## src/shared/uart_defs.vh

```
// constants for the asynchronous serial transceiver
`ifndef UART_DEFS_VH
`define UART_DEFS_VH
// ==========================================
// register byte addresses
`define ADDR_MODE     5'h00
`define ADDR_TXBUF    5'h04
`define ADDR_RXBUF    5'h08
`define ADDR_TXSTAT   5'h0C
`define ADDR_RXERR    5'h10
`define ADDR_CTRL     5'h14
`define ADDR_DIV      5'h18
// ==========================================
// line_mode_reg fields
`define B_POWER       7
`define B_TXEN        6
`define B_RXEN        5
`define B_PARHI       4
`define B_PARLO       3
`define B_CHARLEN     2
`define B_STOPLEN     1
`define B_ROUTE       0
// status and control fields
`define B_TXFULL      1
`define B_TXSHIFT     0
`define B_PERR        2
`define B_FERR        1
`define B_OVR         0
`define B_INVERT      0
// ==========================================
// reset values, timing and bus response codes
`define MODE_RST      8'h01
`define DIV_RST       16'h0010
`define DIV_MIN       16'h0004
`define TX_GAP        2'h2
`define RESP_OKAY     2'h0
`define RESP_SLVERR   2'h2
`endif

```

## src/hw/async_serial_transceiver.v

```verilog
// asynchronous serial transceiver with an AXI4-Lite register slave
`include "uart_defs.vh"

module async_serial_transceiver (
  input  wire        clk,
  input  wire        rst,
  input  wire [4:0]  s_axi_awaddr,
  input  wire        s_axi_awvalid,
  output wire        s_axi_awready,
  input  wire [31:0] s_axi_wdata,
  input  wire [3:0]  s_axi_wstrb,
  input  wire        s_axi_wvalid,
  output wire        s_axi_wready,
  output reg  [1:0]  s_axi_bresp,
  output reg         s_axi_bvalid,
  input  wire        s_axi_bready,
  input  wire [4:0]  s_axi_araddr,
  input  wire        s_axi_arvalid,
  output wire        s_axi_arready,
  output reg  [31:0] s_axi_rdata,
  output reg  [1:0]  s_axi_rresp,
  output reg         s_axi_rvalid,
  input  wire        s_axi_rready,
  input  wire        serialInPin,
  output reg         serialOutPin,
  output reg         txIrq,
  output reg         rxIrq,
  output reg         rxErrIrq
);
  localparam S_IDLE = 3'd0, S_START = 3'd1, S_DATA = 3'd2, S_PAR = 3'd3, S_STOP = 3'd4, S_GAP = 3'd5;

  function mapped;
    input [4:0] a;
    begin
      mapped = (a == `ADDR_MODE) || (a == `ADDR_TXBUF) || (a == `ADDR_RXBUF) || (a == `ADDR_TXSTAT) ||
               (a == `ADDR_RXERR) || (a == `ADDR_CTRL) || (a == `ADDR_DIV);
    end
  endfunction

  // parity of the active data bits, even sense
  function parity;
    input [7:0] d;
    input       len8;
    begin
      parity = ^d[6:0] ^ (len8 & d[7]);
    end
  endfunction

  reg [7:0]  lineModeReg_r;
  reg        invert_r;
  reg [15:0] div_r;
  reg [7:0]  txBuffer_r;
  reg        txFull_r;
  reg [7:0]  rxBuffer_r;
  reg        rxFull_r;
  reg [2:0]  rxErr_r;
  reg [4:0]  awAddr_r;
  reg        awHeld_r;
  reg [31:0] wData_r;
  reg        wHeld_r;
  reg [3:0]  wStrb_r;
  reg        rxSync1_r;
  reg        rxSync2_r;
  reg        rxArmed_r;
  reg [2:0]  txState_r;
  reg [15:0] txCnt_r;
  reg [3:0]  txBit_r;
  reg [7:0]  txShift_r;
  reg        txPar_r;
  reg        txLine_r;
  reg [2:0]  rxState_r;
  reg [15:0] rxCnt_r;
  reg [3:0]  rxBit_r;
  reg [7:0]  rxShift_r;
  reg        rxParErr_r;

  wire power   = lineModeReg_r[`B_POWER];
  wire txOn    = power & lineModeReg_r[`B_TXEN];
  wire rxOn    = power & lineModeReg_r[`B_RXEN];
  wire len8    = lineModeReg_r[`B_CHARLEN];
  wire [1:0] parMode = {lineModeReg_r[`B_PARHI], lineModeReg_r[`B_PARLO]};
  wire [3:0] nBits   = len8 ? 4'h8 : 4'h7;
  wire [15:0] bitLen = (div_r < `DIV_MIN) ? `DIV_MIN : div_r;
  wire [15:0] halfLen = {1'b0, bitLen[15:1]};

  // ==========================================
  // register bus
  assign s_axi_awready = !awHeld_r && !s_axi_bvalid;
  assign s_axi_wready  = !wHeld_r && !s_axi_bvalid;
  assign s_axi_arready = !s_axi_rvalid;
  wire doWrite = awHeld_r && wHeld_r && !s_axi_bvalid;
  wire doRead  = s_axi_arvalid && s_axi_arready;
  wire wrTxBuf = doWrite && (awAddr_r == `ADDR_TXBUF);
  wire rdRxBuf = doRead && (s_axi_araddr == `ADDR_RXBUF);
  wire rdRxErr = doRead && (s_axi_araddr == `ADDR_RXERR);
  wire txLoad  = txOn && txFull_r && (txState_r == S_IDLE);
  wire rxStore;
  wire rxOvr;
  wire [2:0] rxErrSet;

  always @(posedge clk) begin
    if (rst) begin
      awHeld_r <= 1'b0;
      wHeld_r <= 1'b0;
      awAddr_r <= 5'h00;
      wData_r <= 32'h0000_0000;
      wStrb_r <= 4'h0;
      s_axi_bvalid <= 1'b0;
      s_axi_bresp <= `RESP_OKAY;
      s_axi_rvalid <= 1'b0;
      s_axi_rresp <= `RESP_OKAY;
      s_axi_rdata <= 32'h0000_0000;
      lineModeReg_r <= `MODE_RST;
      invert_r <= 1'b0;
      div_r <= `DIV_RST;
      txBuffer_r <= 8'h00;
    end else begin
      if (s_axi_awvalid && s_axi_awready) begin
        awHeld_r <= 1'b1;
        awAddr_r <= {s_axi_awaddr[4:2], 2'b00};
      end
      if (s_axi_wvalid && s_axi_wready) begin
        wHeld_r <= 1'b1;
        wData_r <= s_axi_wdata;
        // strobes travel with the data; the master may drop them once w is taken
        wStrb_r <= s_axi_wstrb;
      end
      if (doWrite) begin
        awHeld_r <= 1'b0;
        wHeld_r <= 1'b0;
        s_axi_bvalid <= 1'b1;
        s_axi_bresp <= mapped(awAddr_r) ? `RESP_OKAY : `RESP_SLVERR;
        if (awAddr_r == `ADDR_MODE && wStrb_r[0])
          lineModeReg_r <= wData_r[7:0];
        if (awAddr_r == `ADDR_CTRL && wStrb_r[0])
          invert_r <= wData_r[`B_INVERT];
        if (awAddr_r == `ADDR_DIV) begin
          if (wStrb_r[0]) div_r[7:0] <= wData_r[7:0];
          if (wStrb_r[1]) div_r[15:8] <= wData_r[15:8];
        end
        if (awAddr_r == `ADDR_TXBUF && wStrb_r[0] && txOn)
          txBuffer_r <= wData_r[7:0];
      end else if (s_axi_bvalid && s_axi_bready) begin
        s_axi_bvalid <= 1'b0;
      end
      if (doRead) begin
        s_axi_rvalid <= 1'b1;
        s_axi_rresp <= mapped({s_axi_araddr[4:2], 2'b00}) ? `RESP_OKAY : `RESP_SLVERR;
        case ({s_axi_araddr[4:2], 2'b00})
          `ADDR_MODE:   s_axi_rdata <= {24'h00_0000, lineModeReg_r};
          `ADDR_TXBUF:  s_axi_rdata <= {24'h00_0000, txBuffer_r};
          `ADDR_RXBUF:  s_axi_rdata <= {24'h00_0000, rxBuffer_r};
          `ADDR_TXSTAT: s_axi_rdata <= {30'h0000_0000, txFull_r, txState_r != S_IDLE};
          `ADDR_RXERR:  s_axi_rdata <= {29'h0000_0000, rxErr_r};
          `ADDR_CTRL:   s_axi_rdata <= {31'h0000_0000, invert_r};
          `ADDR_DIV:    s_axi_rdata <= {16'h0000, div_r};
          default:      s_axi_rdata <= 32'h0000_0000;
        endcase
      end else if (s_axi_rvalid && s_axi_rready) begin
        s_axi_rvalid <= 1'b0;
      end
    end
  end

  // ==========================================
  // buffer and error flags; a hardware set wins over a software clear
  always @(posedge clk) begin
    if (rst || !power) begin
      txFull_r <= 1'b0;
      rxFull_r <= 1'b0;
      rxErr_r <= 3'h0;
      rxBuffer_r <= 8'h00;
    end else begin
      if (wrTxBuf && wStrb_r[0] && txOn)
        txFull_r <= 1'b1;
      else if (txLoad)
        txFull_r <= 1'b0;
      if (rxStore) begin
        rxFull_r <= 1'b1;
        rxBuffer_r <= rxShift_r;
      end else if (rdRxBuf) begin
        rxFull_r <= 1'b0;
      end
      rxErr_r <= (rdRxErr ? 3'h0 : rxErr_r) | rxErrSet;
    end
  end

  // ==========================================
  // transmitter
  always @(posedge clk) begin
    if (rst || !txOn) begin
      txState_r <= S_IDLE;
      txCnt_r <= 16'h0000;
      txBit_r <= 4'h0;
      txShift_r <= 8'h00;
      txPar_r <= 1'b0;
      txLine_r <= 1'b1;
      txIrq <= 1'b0;
    end else begin
      txIrq <= txLoad;
      case (txState_r)
        S_IDLE: begin
          txLine_r <= 1'b1;
          if (txLoad) begin
            txShift_r <= txBuffer_r;
            txPar_r <= 1'b0;
            txState_r <= S_START;
            txCnt_r <= bitLen - 16'h0001;
            txLine_r <= 1'b0;
          end
        end
        S_START, S_DATA, S_PAR: begin
          if (txCnt_r != 16'h0000) begin
            txCnt_r <= txCnt_r - 16'h0001;
          end else begin
            txCnt_r <= bitLen - 16'h0001;
            if (txState_r == S_START || (txState_r == S_DATA && txBit_r != nBits)) begin
              txState_r <= S_DATA;
              txLine_r <= txShift_r[0];
              txShift_r <= {1'b0, txShift_r[7:1]};
              // parity gathered as bits leave; the buffer may already hold the next byte
              txPar_r <= txPar_r ^ txShift_r[0];
              txBit_r <= txBit_r + 4'h1;
            end else if (txState_r == S_DATA && parMode != 2'b00) begin
              txState_r <= S_PAR;
              txLine_r <= (parMode == 2'b01) ? 1'b0 : txPar_r ^ (parMode == 2'b10);
            end else begin
              txState_r <= S_STOP;
              txBit_r <= {3'h0, lineModeReg_r[`B_STOPLEN]};
              txLine_r <= 1'b1;
            end
          end
        end
        S_STOP: begin
          if (txCnt_r != 16'h0000) begin
            txCnt_r <= txCnt_r - 16'h0001;
          end else if (txBit_r != 4'h0) begin
            txBit_r <= 4'h0;
            txCnt_r <= bitLen - 16'h0001;
          end else begin
            txIrq <= 1'b1;
            txState_r <= txFull_r ? S_GAP : S_IDLE;
            // the idle cycle that loads the next byte is the second gap clock
            txCnt_r <= {14'h0000, `TX_GAP} - 16'h0002;
          end
        end
        S_GAP: begin
          if (txCnt_r != 16'h0000)
            txCnt_r <= txCnt_r - 16'h0001;
          else
            txState_r <= S_IDLE;
        end
        default: txState_r <= S_IDLE;
      endcase
    end
  end

  // output pin is a flop, so it holds its level whenever the clock stops
  always @(posedge clk) begin
    if (rst)
      serialOutPin <= 1'b1;
    else
      serialOutPin <= (txOn ? txLine_r : 1'b1) ^ invert_r;
  end

  // ==========================================
  // receiver; samples the raw synchronised input, never the inverted sense
  always @(posedge clk) begin
    if (rst) begin
      rxSync1_r <= 1'b1;
      rxSync2_r <= 1'b1;
    end else begin
      rxSync1_r <= serialInPin;
      rxSync2_r <= rxSync1_r;
    end
  end

  wire rxMid = (rxCnt_r == 16'h0000);
  assign rxStore  = (rxState_r == S_STOP) && rxMid && !rxFull_r;
  assign rxOvr    = (rxState_r == S_STOP) && rxMid && rxFull_r;
  assign rxErrSet = {(rxState_r == S_STOP) && rxMid && rxParErr_r,
                     (rxState_r == S_STOP) && rxMid && !rxSync2_r, rxOvr};

  always @(posedge clk) begin
    if (rst || !rxOn) begin
      rxArmed_r <= 1'b0;
      rxState_r <= S_IDLE;
      rxCnt_r <= 16'h0000;
      rxBit_r <= 4'h0;
      rxShift_r <= 8'h00;
      rxParErr_r <= 1'b0;
      rxIrq <= 1'b0;
      rxErrIrq <= 1'b0;
    end else begin
      rxArmed_r <= 1'b1;
      rxIrq <= rxStore | (lineModeReg_r[`B_ROUTE] & |rxErrSet);
      rxErrIrq <= ~lineModeReg_r[`B_ROUTE] & |rxErrSet;
      case (rxState_r)
        S_IDLE: begin
          // a level test, not an edge: a line already low at enable starts a frame
          if (rxArmed_r && !rxSync2_r) begin
            rxState_r <= S_START;
            rxCnt_r <= halfLen;
          end
        end
        S_START: begin
          if (!rxMid) begin
            rxCnt_r <= rxCnt_r - 16'h0001;
          end else if (rxSync2_r) begin
            rxState_r <= S_IDLE;
          end else begin
            rxState_r <= S_DATA;
            rxBit_r <= 4'h0;
            rxParErr_r <= 1'b0;
            rxCnt_r <= bitLen - 16'h0001;
          end
        end
        S_DATA, S_PAR: begin
          if (!rxMid) begin
            rxCnt_r <= rxCnt_r - 16'h0001;
          end else begin
            rxCnt_r <= bitLen - 16'h0001;
            if (rxState_r == S_DATA) begin
              rxShift_r <= len8 ? {rxSync2_r, rxShift_r[7:1]} : {1'b0, rxSync2_r, rxShift_r[6:1]};
              rxBit_r <= rxBit_r + 4'h1;
              if (rxBit_r == nBits - 4'h1)
                rxState_r <= (parMode == 2'b00) ? S_STOP : S_PAR;
            end else begin
              rxState_r <= S_STOP;
              if (parMode[1])
                rxParErr_r <= parity(rxShift_r, len8) ^ rxSync2_r ^ ~parMode[0];
            end
          end
        end
        S_STOP: begin
          if (!rxMid)
            rxCnt_r <= rxCnt_r - 16'h0001;
          else
            rxState_r <= S_IDLE;
        end
        default: rxState_r <= S_IDLE;
      endcase
    end
  end
endmodule // async_serial_transceiver

```

## config.mk

```make
export PLATFORM = sky130hd
export DESIGN_NAME = async_serial_transceiver
export DESIGN_NICKNAME = d
export VERILOG_FILES = /design/src/hw/async_serial_transceiver.v
export VERILOG_INCLUDE_DIRS = /design/src /design/src/shared
export SDC_FILE = /design/constraint.sdc
export NUM_CORES = 1
export LEC_CHECK = 0
export ABC_CLOCK_PERIOD_IN_PS = 3600
export BUFFER_PORTS_ARGS = -buffer_cell sky130_fd_sc_hd__buf_4
export CAP_MARGIN = 10
export CORE_MARGIN = 1
export CORE_UTILIZATION = 55
export CTS_BUF_LIST = sky130_fd_sc_hd__clkbuf_4 sky130_fd_sc_hd__clkbuf_8 sky130_fd_sc_hd__clkbuf_16
export CTS_CLUSTER_DIAMETER = 30
export DETAILED_ROUTE_END_ITERATION = 10
export GPL_TIMING_DRIVEN = 0
export MAX_ROUTING_LAYER = met4
export PLACE_DENSITY = 0.75
export SETUP_SLACK_MARGIN = 0.05
export SYNTH_ARGS = -nofsm -noshare
export SYNTH_HDL_FRONTEND = slang
export SYNTH_SLANG_ARGS = --single-unit
```

## constraint.sdc

```tcl
create_clock -name clk -period 3.6 [get_ports clk]
set_input_delay 0.18 -clock clk [delete_from_list [all_inputs] [get_ports clk]]
set_output_delay 0.18 -clock clk [all_outputs]
set_load 0.01 [all_outputs]
```

# ---- Word-level counts from Yosys, hierarchy flattened
# Cells that the tools add are included.
dict set report totals {
  word_cells 278
  inputBits 54
  rom_bits 0
  output_inout_bits 45
  ff_bits 179
  ram_bits 0
  latch_bits 0
  memories 0
}
dict set report classes {
  order_cmp 1
  multipliers 0
  bitwise 15
  n_eq_ne 47
  n_reduce_logical 92
  muxes 80
  n_div 0
  addsub 6
  shift 0
}
# op count
set ops {}
lappend ops {{$mux 16} 11}
lappend ops {{$pmux 16 s4} 2}
lappend ops {{$pmux 16 s7} 1}
lappend ops {{$mux 3} 16}
lappend ops {{$sub 16x1->16 const B} 3}
lappend ops {{$mux 4} 10}
lappend ops {{$ne 2x2->1 const B} 17}
lappend ops {{$mux 8} 4}
lappend ops {{$logic_and 1x1->1} 28}
lappend ops {{$eq 3x3->1 const B} 9}
lappend ops {{$mux 1} 25}
lappend ops {{$eq 3x2->1 const B} 8}
lappend ops {{$pmux 3 s4} 2}
lappend ops {{$reduce_and 5->1} 4}
lappend ops {{$logic_not 16->1} 1}
lappend ops {{$logic_or 1x1->1} 16}
lappend ops {{$lt 16x3->1 const B} 1}
lappend ops {{$pmux 4 s2} 2}
lappend ops {{$pmux 8 s2} 1}
lappend ops {{$reduce_bool 16->1} 1}
lappend ops {{$reduce_bool 2->1} 8}
lappend ops {{$eq 3x1->1 const B} 4}
lappend ops {{$reduce_and 3->1} 4}
lappend ops {{$reduce_bool 4->1} 3}
lappend ops {{other kinds (27)} 60}

# ---- Logic depth before layout (Yosys ltp)
# Gate-level depths: netlist of the first run.
dict set report depth {
  ltp_word 8
  depth_mapped 12
  ltp_nobuf 11
}

# ---- Worst setup path before layout of the first run
# Ideal clock, no wire load.
dict set report synth_path {
  path_kind {register to register}
  from {register div_r[12]}
  to {register rxCnt_r[14]}
  t_arrival_ns 2.510
  t_required_ns 3.476
  setup_time_ns 0.124
  path_buffers 1
  setup_slack_ns 0.966
  path_stages_with_launch 13
  period_less_slack_ns 2.634
  cell_sequence {dfxtp_1 > clkbuf_1 > nor3_2 > and4b_1 > nand2_1 > o21ai_0 > ha_1 > nand2b_1 > nor4_4 > nand2_1 > mux2_4 > a221oi_2 > o22ai_1}
}
dict set report synth_between {
  elab_chain_len 6
  elab_cells_between_ends 8
  cone_classes {1 x add/sub; 1 x order compare; 6 x mux}
}
# item line
set synth_lines {}
lappend synth_lines {{start: declaration} async_serial_transceiver.v:51} ;# reg [15:0] div_r;
lappend synth_lines {{start signal: assignment} async_serial_transceiver.v:115} ;# div_r <= `DIV_RST;
lappend synth_lines {{start signal: assignment} async_serial_transceiver.v:139} ;# if (wStrb_r[1]) div_r[15:8] <= wData_r[15:8];
lappend synth_lines {{$lt 16x3->1 (no line)} --}
lappend synth_lines {{$mux 16 *} async_serial_transceiver.v:83} ;# wire [15:0] bitLen = (div_r < `DIV_MIN) ? `DIV_MIN : div_r;
lappend synth_lines {{$sub 16x1->16} {async_serial_transceiver.v:315, async_serial_transceiver.v:322}}
lappend synth_lines {{$mux 16} async_serial_transceiver.v:309} ;# end else if (rxSync2_r) begin
lappend synth_lines {{$mux 16} async_serial_transceiver.v:307} ;# if (!rxMid) begin
lappend synth_lines {{$pmux 16 s4 *} async_serial_transceiver.v:298} ;# case (rxState_r)
lappend synth_lines {{end signal: assignment} async_serial_transceiver.v:308} ;# rxCnt_r <= rxCnt_r - 16'h0001;
lappend synth_lines {{end signal: assignment} async_serial_transceiver.v:315} ;# rxCnt_r <= bitLen - 16'h0001;
lappend synth_lines {{end signal: assignment} async_serial_transceiver.v:322} ;# rxCnt_r <= bitLen - 16'h0001;
lappend synth_lines {{end: declaration} async_serial_transceiver.v:72} ;# reg [15:0] rxCnt_r;
# Every way passes the cells marked *; elsewhere a longest branch is shown, timed or not. The select of a mux whose other input is x is not followed.
# A chain may end at the register's enable or synchronous reset.

# ---- Worst setup path after layout of the first run
dict set report layout_path {
  from {register div_r[12]}
  to {register rxCnt_r[10]}
}
dict set report layout_between {
  elab_chain_len 6
  elab_cells_between_ends 8
  cone_classes {1 x add/sub; 1 x order compare; 6 x mux}
}
# item line
set layout_lines {}
lappend layout_lines {{$lt 16x3->1 (no line) *} --}
lappend layout_lines {{$mux 16 *} async_serial_transceiver.v:83}
lappend layout_lines {{$sub 16x1->16} {async_serial_transceiver.v:315, async_serial_transceiver.v:322}}
lappend layout_lines {{$mux 16} async_serial_transceiver.v:309}
lappend layout_lines {{$mux 16} async_serial_transceiver.v:307}
lappend layout_lines {{$pmux 16 s4 *} async_serial_transceiver.v:298}
# Marked as above.

==> results.toml, run 1 <==
[synthesis]
yosys-top-cells-area = "dfxtp_1 38%, nand2_1 7.0%, a21oi_1 5.8%"
synth_edf_count = 0
syn_area_sq_mm = 0.00841
synthArstFlopShare_pct = 0
ys_seq_area_share_pct = 38.3
ys.flop_type = "dfxtp_1"
synth_top_area_share_pct = 38.3
synthDistinctLibCells = 82
synth_top_cell_by_area = "dfxtp_1"
yosys_warnings = 0
synthCells = 1067
syn_area_per_cell_sq_um = 7.88
ys_seq_elements = 161

[worst_setup_path]
r2r_cells = 12
slowest_stage = "mux2i_2"
regToRegStartpoint = "div_r[12]"
crit_arrival_ns = 3.68
startpoint_type = "flip-flop"
reg2reg_slack_ns = 0.25
crit_path_end_kind = "flip-flop"
critPathKind = "flip-flop to flip-flop"
worstPathRequired_ns = 3.92
critPathMaxStageDelay_ns = 0.37
path_cells = "clkbuf_1 -> nor3_4 -> and4b_1 -> nand2_1 -> o21ai_0 -> ha_1 -> nand2b_1 -> nor3_1 -> mux2i_2 -> o22ai_1 -> a211oi_1 -> nor2_1"
timing.rr.end = "rxCnt_r[10]"
critical_path_buf_inv_count = 1
path_delay_family = "simple AND/OR/NAND/NOR gates"
path_max_fanout = 7

[layout]
syn2layout_area_growth_pct = 17.7
nNetsFinal = 1241
fill_cells = 1242
drive_gt1_share_pct = 13.5
fin_util_pct = 67.3
postLayoutCellArea_sq_mm = 0.00990
n_antenna_cell = 0

[placement]
numPortBuffers = 57
hpwlAfterDp_um = 17600
gp_congestion = 0.973
place_area_sq_mm = 0.00913

[routing]
drt_iter0_drc = 900
avgViaCountPerCell = 6.09
routedWlPerCell_um = 17.8
remaining_drc_errors = 2
firstDrtPassIters = 8
drtAntennaViolNets = 0
num_vias = 8380
wirelength_um = 24500

[hold_path]
whs_endpoint = "s_axi_bvalid"
hold_class = "input port to flip-flop"
holdCritStartpoint = "s_axi_bready"
hold_path_depth = 3

[grt]
grt_pass1_wl_um = 39900
grt_max_degree = 17
antenna_found_initial = 0
grt_pass1_vias = 7732
gr-usage-all-layers_pct = 33.0
overflow = 0

[timing]
max_slew.worst_pin.slew_ns = 0.875
hold_viol = 0
max_freq_ghz = 0.298
slew_viol_final = 0
finalSetupTns_ns = 0
skew_ns = 0.00796
grt_setup_unrepaired = "false"
slew_headroom_pct = 41.4
min_period_over_period_pct = 93.2
timing.hold.ws_ns = 0.00588
finalSetupViolations = 0
fin_crit_ns = 3.35

[outcome]
violations = "design-rule violations"
outcome = "finished with violations"

[clock_network]
post-cts-setup-buffer-count = 0
cts_buffers = 17
cts_root_buffer = "clkbuf_16"
clkTransAtPathRegs_ns = 0.07
htree_num_levels = 4
cts_num_sinks = 161
cts_tree = "built"
insertion_delay_ns = 0.44
clockBufferDepth = 2

[die]
num_rows = 44
initial_core_util_pct = 57.2
ios = 99
die_x_um = 126
dieArea_sq_mm = 0.0158
fp.dieH_um = 126
core_area_sq_mm = 0.0147

[pwr]
ir_worst_vdd_uv = 342
power.density_mw_per_mm2 = 384
p_leak_nw = 3.53

[flow_run]
cap_violations = 0
==> worst max-delay path by stage <==
| stage | start | end | slack (ns) | depth (start not counted) |
|---|---|---|---|---|
| 4_1_cts | div_r[12] | rxCnt_r[10] | 0.25 | 12 |
| 6_report | div_r[12] | rxCnt_r[10] | 0.25 | 12 |
| 3_5_place_dp | div_r[12] | rxCnt_r[10] | 0.27 | 12 |
| 3_3_place_gp | div_r[12] | rxCnt_r[10] | 0.29 | 12 |
| 2_1_floorplan | div_r[12] | rxCnt_r[14] | 0.97 | 12 |
| 5_1_grt | div_r[12] | rxCnt_r[10] | 0.09 | 12 |
==> area by class of cell <==
cell class,count,area [sq um],area share (%)
Clock inverter,11,96.3,0.974
Sequential cell,161,3220,32.6
Multi-Input combinational cell,826,4810,48.6
Timing Repair Buffer,76,613,6.20
Clock buffer,21,468,4.73
Tap cell,184,230,2.33
Inverter,17,63.8,0.645
Buffer,80,392,3.96
==> flip-flops by register name, summed over array words and instances, names as in the netlist, 4 cells and up <==
signal	count
rxBit_r	4
txShift_r	8
lineModeReg_r	8
rxBuffer_r	8
s_axi_rdata	16
txBuffer_r	8
div_r	16
rxCnt_r	16
rxShift_r	8
txBit_r	4
txCnt_r	16
wData_r	16
==> report_power, final <==
part           internal (mW)  switching (mW)  leakage [nW]  total [mW]
clock network          0.952           0.799         0.268        1.75
logic                 0.0989           0.114          1.96       0.213
registers               1.81          0.0265          1.30        1.84
total                   2.86           0.940          3.53        3.80
==> cells in the mapped netlist, types with 6 or more instances <==
master    instances
nand2b_1         12
nor3b_1           6
a311oi_1          8
dfxtp_1         161
xor2_1            8
nor3_2            7
nor4_1           12
clkbuf_1         47
nor2_1          125
ha_1              8
o211ai_1         11
nand4_1           7
a31oi_1           9
a21oi_1          97
inv_1            17
nor3_1           25
nor2b_1          11
nand2_1         156
buf_4            19
or2_2             8
mux2i_1          38
xnor2_1          12
o21ai_0          56
buf_2            10
nand3_1          46
a22oi_1          12
o22ai_1          13
or3_1            10
==> layer usage <==
| metal | global-route usage [%] | share of wire, % | vias to the layer above |
|---|---|---|---|
| met3 | 5.82 | 6.9 | 56 |
| met2 | 49.9 | 46 | 390 |
| met5 | - | 0 | - |
| met4 | 14.7 | 2.9 | 0 |
| met1 | 43.1 | 44 | 3907 |
| li1 | - | - | 4027 |
==> worst reg2reg max path, cell delays in order, from the launching register on <==
cell and delay, ns:
dfxtp_1 0.30, clkbuf_1 0.28, nor3_4 0.37, and4b_1 0.36, nand2_1 0.07, o21ai_0 0.28, ha_1 0.25, nand2b_1 0.17
nor3_1 0.28, mux2i_2 0.37, o22ai_1 0.20, a211oi_1 0.25, nor2_1 0.08
==> per-stage QoR <==
step	setup slack [ns]	power, mW	instances
finish	0.245	3.80	1376
detailed placement	0.266	2.07	1325
global route	0.0908	3.91	1376
CTS	0.248	3.81	1375
global placement	0.287	2.07	1325
floorplan	0.966	1.99	1084
==> kinds of logic (layout without fill, tap and decap cells) <==
family,after synthesis,in the layout,synth area share [%]
flops,161,161,38.3
buf+inv,97,205,5.42
simple gates,464,464,26.6
fa+ha+maj,8,8,1.19
compound gates,273,273,20.8
other cells,1,18,0.0446
mux,42,42,5.24
xor+xnor,21,21,2.35
==> placed cells by master, fill, tap and decap left out, types with 9 or more instances in the layout <==
cell	count
clkbuf_1	47
mux2i_1	37
or3_1	10
nand2_1	156
o211ai_1	11
nor2_1	125
nor2b_1	11
nand3_1	46
buf_4	76
dfxtp_1	161
conb_1	18
a31oi_1	9
nand2b_1	12
nor3_1	25
o21ai_0	56
a21oi_1	97
o22ai_1	13
nor4_1	11
xnor2_1	12
inv_1	17
dlygate4sd3_1	18
buf_2	11
a22oi_1	12
clkbuf_16	17
==> repair_timing <==
action / CTS / global route
endpoints found under the hold margin: 18 / 0
resized for setup: 0 / 3
setup endpoints to repair: 0 / 1
hold buffers: 18 / 0
No activity file was read; power rests on OpenSTA's default activity.
==> inputs of run 2 (changes only) <==
--- a/config.mk
+++ b/config.mk
@@ -16,7 +16,7 @@
 export DETAILED_ROUTE_END_ITERATION = 10
 export GPL_TIMING_DRIVEN = 0
 export MAX_ROUTING_LAYER = met4
-export PLACE_DENSITY = 0.75
+export PLACE_DENSITY = 0.76
 export SETUP_SLACK_MARGIN = 0.05
 export SYNTH_ARGS = -nofsm -noshare
 export SYNTH_HDL_FRONTEND = slang
==> run 2 against run 1 <==
  * The run ends with design-rule violations, negative hold slack left
  * Routed wire length is 0.74% higher
  * Worst setup slack better by 0.096 ns
  * Critical endpoint unchanged
  * Count of clock-buffer cells in the layout stayed put
  * Final area is 0.13% lower
  * Combinational power hardly changed
  * Non-clock buffer count is 2 lower
==> results.toml, run 2 (synthesized netlist as in run 1, its figures left out) <==
[layout]
syn2layout_area_growth_pct = 17.5
layout_common_cells = "161 x dfxtp_1, 156 x nand2_1, 125 x nor2_1"
layout_commonest_cell = "dfxtp_1"
n_antenna_cell = 0
final_cells = 1374
nNetsFinal = 1239
fin_util_pct = 67.2
drive_gt1_share_pct = 13.4

[grt]
overflow = 0
antenna_found_initial = 0
grt_max_degree = 17
grt_pass1_wl_um = 39100
grt_pass1_vias = 7496
gr-usage-all-layers_pct = 32.5

[timing]
min_period_over_period_pct = 90.5
slew_headroom_pct = 11.5
grt_setup_unrepaired = "false"
slew_viol_final = 0
fin_crit_ns = 3.26
hold_viol = 1
finalSetupViolations = 0
timing.hold.ws_ns = -0.000576
max_freq_ghz = 0.307
setup_ws_ns = 0.341
finalSetupTns_ns = 0
skew_ns = 0.00957
max_slew.worst_pin.slew_ns = 1.32

[die]
core_area_sq_mm = 0.0147
initial_core_util_pct = 57.2
fp.dieH_um = 126
num_rows = 44
dieArea_sq_mm = 0.0158
ios = 99
die_x_um = 126

[worst_setup_path]
reg2reg_slack_ns = 0.34
endpoint = "rxCnt_r[10]"
critical_path_buf_inv_count = 1
regToRegStartpoint = "div_r[6]"
critPathMaxStageDelay_ns = 0.37
critPathKind = "flip-flop to flip-flop"
setup.worst_path.start = "div_r[6]"
crit_arrival_ns = 3.58
startpoint_type = "flip-flop"
path_delay_family = "simple AND/OR/NAND/NOR gates"
worstPathRequired_ns = 3.92
crit_path_end_kind = "flip-flop"
r2r_cells = 12
path_cells = "clkbuf_1 -> nor4_2 -> and4b_1 -> nand2_1 -> o21ai_1 -> ha_1 -> nand2b_1 -> nor3_1 -> mux2i_2 -> o22ai_1 -> a211oi_1 -> nor2_1"
path_max_fanout = 10
timing.rr.end = "rxCnt_r[10]"
slowest_stage = "and4b_1"
cp.depth = 12

[routing]
routedWlPerCell_um = 18.0
avgViaCountPerCell = 6.07
remaining_drc_errors = 1
num_vias = 8347
drtAntennaViolNets = 0
firstDrtPassIters = 8
wirelength_um = 24700
drt_iter0_drc = 815

[placement]
numPortBuffers = 57
gp_congestion = 0.973
post-place-cells = 1325
hpwlAfterDp_um = 17500
dp_slack_ns = 0.307

[hold_path]
hold_path_depth = 3
hold_class = "input port to flip-flop"

[pwr]
power.density_mw_per_mm2 = 386
p_leak_nw = 3.53
ir_worst_vdd_uv = 446
power_mw = 3.81

[clock_network]
cts_buffers = 17
htree_num_levels = 4
clockBufferDepth = 2
cts_tree = "built"
insertion_delay_ns = 0.43
cts_num_sinks = 161
clkTransAtPathRegs_ns = 0.07
cts_root_buffer = "clkbuf_16"
post-cts-setup-buffer-count = 0

[flow_run]
cap_violations = 0

[outcome]
violations = "design-rule violations, negative hold slack"
outcome = "finished with violations"
-- run 2: layout make-up --
class,instances,area [sq um]
Tap cell,184,230
Inverter,17,63.8
Sequential cell,161,3220
Timing Repair Buffer,74,598
Buffer,80,392
Clock inverter,11,92.6
Multi-Input combinational cell,826,4810
Fill cell,1259,4820
Clock buffer,21,474
-- run 2: repair_timing --
action,CTS,global route
hold buffers,17,0
setup endpoints to repair,0,1
endpoints found under the hold margin,17,0
resized for setup,0,4
-- run 2: worst register-to-register path, stage by stage (launching register included) --
cell and delay (ns):
dfxtp_1 0.31, clkbuf_1 0.26, nor4_2 0.34, and4b_1 0.37, nand2_1 0.08, o21ai_1 0.23
ha_1 0.23, nand2b_1 0.17, nor3_1 0.27, mux2i_2 0.36, o22ai_1 0.20, a211oi_1 0.25
nor2_1 0.07
-- run 2: worst min path at each step --
stage              startpoint            to  slack (ns)
5_1_grt        s_axi_wdata[1]    wData_r[1]       0.005
3_5_place_dp     s_axi_rready  s_axi_rvalid        0.37
2_1_floorplan    s_axi_rready  s_axi_rvalid        0.28
4_1_cts        s_axi_wstrb[1]    wStrb_r[1]      0.0003
6_report         s_axi_bready  s_axi_bvalid     -0.0006
3_3_place_gp     s_axi_rready  s_axi_rvalid        0.36
-- run 2: layer usage --
metal  vias up  wire [um]  track usage (%)
met4         0        920             13.8
met1      3846      11000             42.9
met2       404      10900             48.9
met5         -          0                -
met3        66       1860             5.86
li1       4031          -                -
-- run 2: stage by stage --
stage               instance area [sq um]  hold WS (ns)
floorplan                            8470         0.280
global placement                     9130         0.364
detailed placement                   9130         0.370
CTS                                  9870      0.000262
global route                         9880       0.00543
finish                               9880     -0.000576
-- run 2: power by group --
| group | total (mW) | internal (mW) | switching [mW] |
|---|---|---|---|
| clock network | 1.76 | 0.963 | 0.800 |
| logic | 0.213 | 0.0982 | 0.115 |
| registers | 1.84 | 1.81 | 0.0283 |
| total | 3.81 | 2.87 | 0.943 |
==> inputs of run 3 (changes only) <==
--- a/config.mk
+++ b/config.mk
@@ -11,7 +11,6 @@
 export CAP_MARGIN = 10
 export CORE_MARGIN = 1
 export CORE_UTILIZATION = 55
-export CTS_BUF_LIST = sky130_fd_sc_hd__clkbuf_4 sky130_fd_sc_hd__clkbuf_8 sky130_fd_sc_hd__clkbuf_16
 export CTS_CLUSTER_DIAMETER = 30
 export DETAILED_ROUTE_END_ITERATION = 10
 export GPL_TIMING_DRIVEN = 0
==> run 3 against run 2 <==
  * Largest power group unchanged
  * Hold slack better by 0.0039 ns
  * Critical path type unchanged
  * Sequential power about the same
  * First-iteration DRC count up 3.3%
  * Non-clock buffer count unchanged
  * The run ends with design-rule violations left
==> results.toml, run 3 (synthesized netlist as in run 1, its figures left out) <==
[pwr]
p_leak_nw = 3.53
power_mw = 3.80
ir_worst_vdd_uv = 449
power.density_mw_per_mm2 = 385

[layout]
n_antenna_cell = 0
layout_commonest_cell = "dfxtp_1"
syn2layout_area_growth_pct = 17.5
drive_gt1_share_pct = 13.4
layout_common_cells = "161 x dfxtp_1, 156 x nand2_1, 125 x nor2_1"
nNetsFinal = 1239
postLayoutCellArea_sq_mm = 0.00988
final_cells = 1374

[timing]
slew_headroom_pct = 9.99
max_slew.worst_pin.slew_ns = 1.34
finalSetupViolations = 0
timing.hold.ws_ns = 0.00337
min_period_over_period_pct = 90.0
max_freq_ghz = 0.309
slew_viol_final = 0
hold_viol = 0
grt_setup_unrepaired = "false"
skew_ns = 0.00605
fin_crit_ns = 3.24
finalSetupTns_ns = 0

[clock_network]
post-cts-setup-buffer-count = 0
cts_tree = "built"
clkTransAtPathRegs_ns = 0.07
insertion_delay_ns = 0.43
cts_num_sinks = 161
clockBufferDepth = 2
cts_buffers = 17
cts_root_buffer = "clkbuf_16"
htree_num_levels = 4

[outcome]
violations = "design-rule violations"
outcome = "finished with violations"

[placement]
gp_congestion = 0.973
post-place-cells = 1325
place_area_sq_mm = 0.00913
hpwlAfterDp_um = 17500
numPortBuffers = 57

[worst_setup_path]
crit_arrival_ns = 3.56
path_delay_family = "simple AND/OR/NAND/NOR gates"
critical_path_buf_inv_count = 1
crit_path_end_kind = "flip-flop"
timing.rr.end = "rxCnt_r[10]"
regToRegStartpoint = "div_r[6]"
reg2reg_slack_ns = 0.36
critPathMaxStageDelay_ns = 0.36
path_cells = "clkbuf_1 -> nor4_2 -> and4b_1 -> nand2_1 -> o21ai_1 -> ha_1 -> nand2b_1 -> nor3_1 -> mux2i_2 -> o22ai_1 -> a211oi_1 -> nor2_1"
endpoint = "rxCnt_r[10]"
cp.depth = 12
r2r_cells = 12
startpoint_type = "flip-flop"
setup.worst_path.start = "div_r[6]"
critPathKind = "flip-flop to flip-flop"
slowest_stage = "and4b_1"
path_max_fanout = 10
worstPathRequired_ns = 3.92

[grt]
grt_pass1_vias = 7493
antenna_found_initial = 0
grt_max_degree = 17
overflow = 0
grt_pass1_wl_um = 39100
gr-usage-all-layers_pct = 32.5

[flow_run]
cap_violations = 0

[hold_path]
hold_path_depth = 3
hold_class = "input port to flip-flop"

[die]
ios = 99
core_area_sq_mm = 0.0147
die_x_um = 126
fp.dieH_um = 126
initial_core_util_pct = 57.2
num_rows = 44
dieArea_sq_mm = 0.0158

[routing]
num_vias = 8340
routedWlPerCell_um = 17.9
avgViaCountPerCell = 6.07
firstDrtPassIters = 9
drtAntennaViolNets = 0
remaining_drc_errors = 1
drt_iter0_drc = 842
wirelength_um = 24600
==> run 3: where the power goes <==
part           total [mW]  leakage, nW  internal (mW)  switching (mW)
combinational       0.213         1.95         0.0982           0.115
clock                1.75        0.274          0.956           0.799
sequential           1.84         1.30           1.81          0.0279
==> run 3: layer usage <==
layer	global-route usage (%)	part of all wire, %
met5	-	0
met2	48.8	44
met3	5.86	7.8
met4	13.8	3.7
met1	42.9	44
==> run 3: what timing repair did <==
| action | in CTS | in global routing |
|---|---|---|
| hold buffers | 17 | 0 |
| gates resized for setup | 0 | 4 |
| setup endpoints to repair | 0 | 1 |
| endpoints found under the hold margin | 17 | 0 |
==> run 3: how the worst min path moves through the flow <==
stage,slack (ns),start,end
2_1_floorplan,0.28,s_axi_rready,s_axi_rvalid
3_3_place_gp,0.36,s_axi_rready,s_axi_rvalid
3_5_place_dp,0.37,s_axi_rready,s_axi_rvalid
4_1_cts,0.0003,s_axi_wstrb[1],wStrb_r[1]
5_1_grt,0.005,s_axi_wdata[1],wData_r[1]
6_report,0.003,s_axi_bready,s_axi_bvalid
==> run 3: worst min-delay path: stages <==
cell,delay (ns)
buf_4,0.07
nand2b_1,0.08
a21oi_1,0.06
==> run 3: per-stage QoR <==
stage,setup WS (ns),utilization (%)
2_1_floorplan,0.966,-
3_3_place_gp,0.291,62.1
3_5_place_dp,0.307,62.1
4_1_cts,0.275,67.1
5_1_grt,0.0956,67.2
6_report,0.360,67.2
==> run 3: layout make-up <==
class,instances,area [sq um]
Clock buffer,21,470
Timing Repair Buffer,74,598
Tap cell,184,230
Fill cell,1257,4820
Buffer,80,392
Multi-Input combinational cell,826,4810
Sequential cell,161,3220
Inverter,17,63.8
Clock inverter,11,92.6
